**config.mk**
```make
export PLATFORM = sky130hd
export DESIGN_NAME = dpbc_aux_ctrl
export DESIGN_NICKNAME = d
export VERILOG_FILES = /design/src/dpbc_pkg.sv /design/src/dpbc_aux_ctrl.sv /design/src/dpbc_code_map.sv
export VERILOG_INCLUDE_DIRS = /design/src
export SDC_FILE = /design/constraint.sdc
export NUM_CORES = 1
export LEC_CHECK = 0
export BUFFER_PORTS_ARGS = -buffer_cell sky130_fd_sc_hd__buf_4
export CORE_ASPECT_RATIO = 0.9
export CORE_MARGIN = 2
export CORE_UTILIZATION = 42
export CTS_BUF_LIST = sky130_fd_sc_hd__clkbuf_4 sky130_fd_sc_hd__clkbuf_8 sky130_fd_sc_hd__clkbuf_16
export DETAILED_ROUTE_END_ITERATION = 7
export GPL_TIMING_DRIVEN = 1
export HOLD_SLACK_MARGIN = 0.03
export PLACE_DENSITY = 0.68
export SLEW_MARGIN = 20
export SYNTH_ARGS = -nofsm -noshare
export SYNTH_HDL_FRONTEND = slang
export SYNTH_SLANG_ARGS = --single-unit
```
**constraint.sdc**
```tcl
create_clock -name clk -period 3.6 [get_ports clk]
set_input_delay 0.54 -clock clk [delete_from_list [all_inputs] [get_ports clk]]
set_output_delay 0.54 -clock clk [all_outputs]
set_load 0.02 [all_outputs]
```
**src/dpbc_params.svh**
```systemverilog
// Constants for the dual pointer and boot mapping control register.
`ifndef DPBC_PARAMS_SVH
`define DPBC_PARAMS_SVH
`define DPBC_AUX_ADDR 8'ha2
`define DPBC_BIT_PTR_SEL 0
`define DPBC_BIT_ZERO 2
`define DPBC_BIT_USER_FLAG 3
`define DPBC_BIT_BOOT_EN 5
`define DPBC_DEFINED_BITS 8'h2d
`define DPBC_BOOT_BASE 16'hf800
`define DPBC_BOOT_TOP 16'hffff
`define DPBC_DPTR_RESET 16'h0000
`define DPBC_RDATA_IDLE 8'h00
`endif

```
**src/dpbc_pkg.sv**
```systemverilog
// Types shared by the dual pointer and boot mapping control block.
package dpbc_pkg;
	typedef struct packed
	{
		logic [7:0] addr;
		logic wr;
		logic rd;
		logic [7:0] wdata;
	} dpbc_sfr_req_t;

	typedef struct packed
	{
		logic load;
		logic inc;
		logic [15:0] load_value;
	} dpbc_ptr_req_t;

	typedef struct packed
	{
		logic pointer_select;
		logic user_flag;
		logic boot_flash_map_enable;
		logic [15:0] first_data_pointer;
		logic [15:0] second_data_pointer;
		logic [7:0] rdata;
	} dpbc_state_t;

	typedef struct packed
	{
		logic boot_sel;
		logic code_sel;
	} dpbc_code_sel_t;
endpackage

```
**src/dpbc_aux_ctrl.sv**
```systemverilog
// Auxiliary control register with dual data pointers and boot flash mapping.
// How it works
// - Select bit 1 uses second pointer, 0 uses first pointer.
// - Boot enable set maps boot flash over F800h to FFFFh.
// - Boot enable clear leaves ordinary code memory answering everywhere.
// - User flag is plain read/write storage with no hardware effect.
// - Bit 2 always reads zero and ignores writes.
// - Reserved bits read zero; software must not write ones there.
// - Reset clears select bit, loads boot enable from the jump fuse.
// - Incrementing the register toggles the select bit, keeps the user flag.
`timescale 1ns/10ps
`include "dpbc_params.svh"
module dpbc_aux_ctrl
	import dpbc_pkg::*;
(
	// Clock and reset
	input wire logic clk,
	input wire logic rst,
	// Strap sampled while reset is held
	input wire logic boot_loader_jump_fuse,
	// Special function register access from the core
	input dpbc_sfr_req_t sfr_req,
	output logic [7:0] sfr_rdata,
	// Data pointer operations from the core
	input dpbc_ptr_req_t ptr_req,
	output logic [15:0] dptr_addr,
	// Code fetch mapping
	input wire logic [15:0] code_addr,
	output dpbc_code_sel_t code_sel,
	// Current control bits
	output logic pointer_select,
	output logic boot_flash_map_enable,
	output logic user_flag
);
	dpbc_state_t st_q;
	dpbc_state_t st_d;
	logic aux_hit_wr;
	logic aux_hit_rd;
	logic [7:0] aux_image;

	// Register image as software sees it; reserved positions read as zero.
	function automatic logic [7:0] aux_pack(input dpbc_state_t s);
		logic [7:0] v;
		v = 8'h00;
		v[`DPBC_BIT_PTR_SEL] = s.pointer_select;
		v[`DPBC_BIT_ZERO] = 1'b0;
		v[`DPBC_BIT_USER_FLAG] = s.user_flag;
		v[`DPBC_BIT_BOOT_EN] = s.boot_flash_map_enable;
		return v;
	endfunction

	assign aux_hit_wr = sfr_req.wr && (sfr_req.addr == `DPBC_AUX_ADDR);
	assign aux_hit_rd = sfr_req.rd && (sfr_req.addr == `DPBC_AUX_ADDR);
	assign aux_image = aux_pack(st_q);

	always_comb
	begin
		st_d = st_q;
		// Read data is registered: valid the cycle after the read strobe.
		st_d.rdata = aux_hit_rd ? aux_image : `DPBC_RDATA_IDLE;
		if (aux_hit_wr)
		begin
			// An increment is a read then a write of image plus one. Bits 1 and 2 read
			// zero, so a carry out of bit 0 stops below bit 3 and the user flag survives.
			st_d.pointer_select = sfr_req.wdata[`DPBC_BIT_PTR_SEL];
			st_d.user_flag = sfr_req.wdata[`DPBC_BIT_USER_FLAG];
			st_d.boot_flash_map_enable = sfr_req.wdata[`DPBC_BIT_BOOT_EN];
		end
		// Load wins over increment when the core asserts both.
		if (ptr_req.load)
		begin
			if (st_q.pointer_select)
				st_d.second_data_pointer = ptr_req.load_value;
			else
				st_d.first_data_pointer = ptr_req.load_value;
		end
		else if (ptr_req.inc)
		begin
			if (st_q.pointer_select)
				st_d.second_data_pointer = st_q.second_data_pointer + 16'h0001;
			else
				st_d.first_data_pointer = st_q.first_data_pointer + 16'h0001;
		end
		if (rst)
		begin
			st_d.pointer_select = 1'b0;
			st_d.user_flag = 1'b0;
			// Synchronous reset, so the strap is caught by an ordinary clocked load.
			st_d.boot_flash_map_enable = boot_loader_jump_fuse;
			st_d.first_data_pointer = `DPBC_DPTR_RESET;
			st_d.second_data_pointer = `DPBC_DPTR_RESET;
			st_d.rdata = `DPBC_RDATA_IDLE;
		end
	end

	always_ff @(posedge clk)
	begin
		st_q <= st_d;
	end

	// External moves address through whichever pointer is selected.
	assign dptr_addr = st_q.pointer_select ? st_q.second_data_pointer
		: st_q.first_data_pointer;
	assign sfr_rdata = st_q.rdata;
	assign pointer_select = st_q.pointer_select;
	assign boot_flash_map_enable = st_q.boot_flash_map_enable;
	assign user_flag = st_q.user_flag;

	dpbc_code_map u_code_map
	(
		.code_addr(code_addr),
		.boot_flash_map_enable(st_q.boot_flash_map_enable),
		.sel(code_sel)
	);
endmodule

```
**src/dpbc_code_map.sv**
```systemverilog
// Code space decoder that steers fetches to boot flash or ordinary code memory.
`timescale 1ns/10ps
`include "dpbc_params.svh"
module dpbc_code_map
	import dpbc_pkg::*;
(
	// Fetch address and mapping control
	input wire logic [15:0] code_addr,
	input wire logic boot_flash_map_enable,
	// Memory selects
	output dpbc_code_sel_t sel
);
	logic in_boot_window;

	// The window runs to the top of the 64K space; both the lower and the upper bound are compared.
	assign in_boot_window = (code_addr >= `DPBC_BOOT_BASE) && (code_addr <= `DPBC_BOOT_TOP);

	always_comb
	begin
		sel.boot_sel = boot_flash_map_enable && in_boot_window;
		sel.code_sel = !sel.boot_sel;
	end
endmodule

```
# Word level (Yosys, flattened, before mapping)
# Index checks and enable logic that the tools add are counted.
[totals]
inputBits = 55
elab_cells = 34
ff_bits = 43
out_inout_bits = 29
[classes]
n_mux = 10
n_bitwise = 2
addsub = 2
n_lt_le_gt_ge = 2
reduce_logical = 10
eq_ne = 1
[op_table]
columns = ["operator", "n"]
rows = [
  ["2-to-1 mux 16 bit", 5],
  ["2-to-1 mux 32 bit", 2],
  ["2-to-1 mux 41 bit", 1],
  ["adder 16 x 1 -> 16 bit, second input constant", 2],
  ["greater-or-equal comparator 16 bit, second input constant", 1],
  ["less-or-equal comparator 16 bit, second input constant", 1],
  ["== test 8 bit, second input constant", 1],
  ["2-to-1 mux 6 bit", 1],
  ["logical AND 1 bit", 4],
  ["AND reduction 2 bit", 2],
  ["nonzero test 2 bit", 2],
  ["inverter 1 bit", 2],
  ["OR reduction 2 bit", 1],
  ["zero test 1 bit", 1],
  ["2-to-1 mux 1 bit", 1],
]

# Longest topological paths before layout
[logic_depth]
depth_word = 5
mapped_depth = 7
ltp_nobuf = 5

# Hierarchy
# Synthesis repeated with hierarchy kept, for this count alone.
[hier_totals]
cells_unflattened = 339
hier_area_um2 = 2653.8
[by_module_without_submodules]
columns = ["mod", "cells_per_inst", "area_per_inst_um2", "instances", "seq_area_each_um2"]
rows = [
  ["dpbc_aux_ctrl", 334, 2631.3, 1, 770.7],
  ["dpbc_code_map", 5, 22.5, 1, 0.0],
]

# Worst setup path after synthesis
# OpenSTA, ideal clock, no wires.
[synth_path]
kind = "reg2out"
from = "register st_q (netlist bit pointer_select)"
to = "output port dptr_addr[10]"
arrival_time_ns = 1.330
n_path_buf = 2
path_stages_with_launch = 4
path_slack_ns = 1.730
required_time_ns = 3.060
cell_sequence = "dfxtp_1 buf_2 buf_2 mux2_2"
[synth_via]
elab_chain_len = 1
[synth_lines]
columns = ["item", "line_no", "source"]
rows = [
  ["start, declared", "dpbc_aux_ctrl.sv:35", "dpbc_state_t st_q;"],
  ["start signal, assigned", "dpbc_aux_ctrl.sv:98", "st_q <= st_d;"],
  ["2-to-1 mux 16 bit", "dpbc_aux_ctrl.sv:102", "assign dptr_addr = st_q.pointer_select ? st_q.second_data_pointer"],
  ["end, declared", "dpbc_aux_ctrl.sv:26", "output logic [15:0] dptr_addr,"],
]
# No other way between the ends.

# Worst setup path after layout
[layout_path]
from = "register st_q (netlist bit pointer_select)"
to = "output port dptr_addr[13]"
# The elaborated chain is that of the path after synthesis.

==> impl_metrics.yaml <==
outcome:
  run_status: "finished clean"
clock_network:
  cts_buffer_depth: 2
  clk_pin_slew_worst_paths_ns: 0.07
  cts_made_buffers: 5
  clock_latency_ns: 0.29
  post-cts-setup-buffer-count: 0
  cts_hold_buf: 0
  cts_resized: 0
  cts.sinks: 38
  ctsRootBufferMaster: "clkbuf_8"
  cts_tree: "done"
  htreeDepth: 2
drt:
  drt-initial-drc-count: 179
  num_vias: 2667
  avgRoutedWirePerCell_um: 16.95
  antenna_left: 0
  drc: 0
  wl_um: 7390
  dr.pass1.iters: 5
  vias_per_cell: 6.117
timing:
  min_period_ns: 2.536
  max_freq_mhz: 394.3
  min_period_over_period_pct: 70.45
  whs_ns: 0.4781
  tns_ns: 0
  relSlewSlack_pct: 33.28
  finalClockSkew_ns: 0.005088
  tightest_slew_ns: 0.9941
  setup_viol_count_final: 0
  hold_violations: 0
  slew_viol_final: 0
  grt_setup_unrepaired: "false"
synthesis:
  synthesis.area_um2: 2614
  yosysUniqueCellTypes: 57
  async_reset_ff_share_pct: 0
  ys_ff_latch: 38
  synth_common_cells: "dfxtp_1, nand2_1, nor2_1"
  ys_seq_area_share_pct: 29.49
  syn_area_per_cell_um2: 8.117
  synth_edf_count: 1
  yosys.area.top_type: "dfxtp_1"
  yosysTopAreaCellShare_pct: 28.34
  synth.area.top_cells: "dfxtp_1, mux2_2, nand2_1, nor2_1, mux2i_1"
  synth_ff_type: "dfxtp_1"
  yosysMostFrequentCell: "dfxtp_1"
  synth_cells: 322
  ys_warn_count: 0
critical_path:
  cp-startpoint: "pointer_select"
  ff2ff_path_depth: 4
  r2r_start: "pointer_select"
  rrSetupSlack_ns: 1.23
  worstPathArrival_ns: 2.00
  cp_max_fo: 24
  rr_endpoint: "st_q[18]"
  setup.worst_path.class: "reg2out"
  crit_path_start_kind: "flop"
  crit_required_ns: 3.06
  critPathCaptureType: "output pin"
cells_and_area:
  area_delta_synth_final_pct: 18.48
  drive_above_1_share_pct: 27.20
  final_nets: 422
  n_antenna_cell: 0
  final_util_pct: 50.93
  fin_area_um2: 3097
placement:
  gp_congestion: 0.8232
  hpwl_um: 5171
  portBuffers: 62
  placed_cell_area_um2: 3014
power:
  power.internal_mw: 0.6628
  pwr-share-clk_pct: 32.3
  vdd_ir_drop_max_mv: 0.1926
  swShare_pct: 28.60
  power_per_cell_area_nw_per_um2: 299.8
  power_leakage_nw: 1.185
  pwr-share-comb_pct: 18.5
  pwr-share-seq_pct: 49.3
  switching_power_mw: 0.2655
  fin_total_pwr_mw: 0.9283
floorplan:
  initial_core_util_pct: 42.98
  die_h_um: 78.84
  die_area_um2: 6871
  ios: 84
  core_area_um2: 6081
  die_w_um: 87.16
  core.rowCount: 27
global_routing:
  grt_pass1_wl_um: 12210
  grt_use_total_pct: 22.08
  antenna_found_initial: 0
  grt_overflow: 0
  grt_pass1_vias: 2496
  grt_max_degree: 74
hold_path:
  min_path_cells: 3
  min_from: "sfr_req[0]"
  min_delay_worst_endpoint: "pointer_select"
  worstHoldPathType: "in2reg"
job:
  drv_cap: 0
[worst max-delay path by stage]
stage	cells after the start	to	slack, ns
after floorplan	3	dptr_addr[10]	1.73
after global placement	5	st_q[18]	1.12
after detailed placement	5	st_q[20]	1.08
after CTS	3	dptr_addr[13]	1.06
after global routing	3	dptr_addr[13]	0.96
final	3	dptr_addr[13]	1.06
[state kept, by name, summed over array words and instances (netlist names)]
signal / flops
pointer_select: 1
st_q: 32
user_flag: 1
sfr_rdata: 3
boot_flash_map_enable: 1
[cells by family (layout without fill, tap and decap cells)]
logic type | after synthesis | count (layout) | share of synthesized area, %
other | 1 | 5 | 0.1435
and+or+nand+nor | 132 | 132 | 28.72
muxes | 26 | 26 | 10.72
adders and majority gates | 2 | 2 | 0.9572
AOI/OAI and AO/OA | 84 | 84 | 22.02
buffers and inverters | 39 | 77 | 7.946
DFF | 38 | 38 | 29.49
[area by class of cell]
class / count / area, µm²
Clock buffer: 6 / 82.58
Sequential cell: 38 / 770.7
Fill cell: 590 / 2984
Timing Repair Buffer: 63 / 473.0
Multi-Input combinational cell: 249 / 1650
Inverter: 8 / 30.03
Tap cell: 72 / 90.09
[worst max-delay path, stage by stage, from the launching register on]
cell,delay [ns]
dfxtp_1,0.88
buf_4,0.31
mux2_2,0.36
buf_4,0.16
[layer usage]
layer / global-route usage [%] / wire length, µm / vias to the layer above
met4: 6.308 / 110 / 0
li1: - / - / 1282
met3: 4.574 / 480 / 13
met1: 30.79 / 3347 / 1267
met5: 0 / 0 / -
met2: 34.35 / 3452 / 105
[power by group through the flow]
stage          sequential [mW]  combinational [mW]  clock (mW)
2_1_floorplan            0.461               0.108           0
3_3_place_gp             0.466               0.168           0
3_5_place_dp             0.466               0.170           0
4_1_cts                  0.457               0.171       0.303
5_1_grt                  0.460               0.185       0.323
6_report                 0.457               0.171       0.300
[placed cells by master (no fill, tap or decap), types with 10 or more instances in the layout]
cell	netlist	routed
a21oi_1	17	17
buf_4	9	63
o21ai_0	17	17
dfxtp_1	37	37
nor2_1	27	27
nor3_1	10	10
mux2i_1	10	10
nand3_1	14	14
mux2_2	16	16
nand2_1	32	32
[stage by stage]
step | setup WS, ns | instances
2_1_floorplan | 1.730 | 326
3_3_place_gp | 1.120 | 430
3_5_place_dp | 1.076 | 430
4_1_cts | 1.064 | 436
5_1_grt | 0.9553 | 436
6_report | 1.064 | 436
No activity file was read; power rests on OpenSTA's default activity.
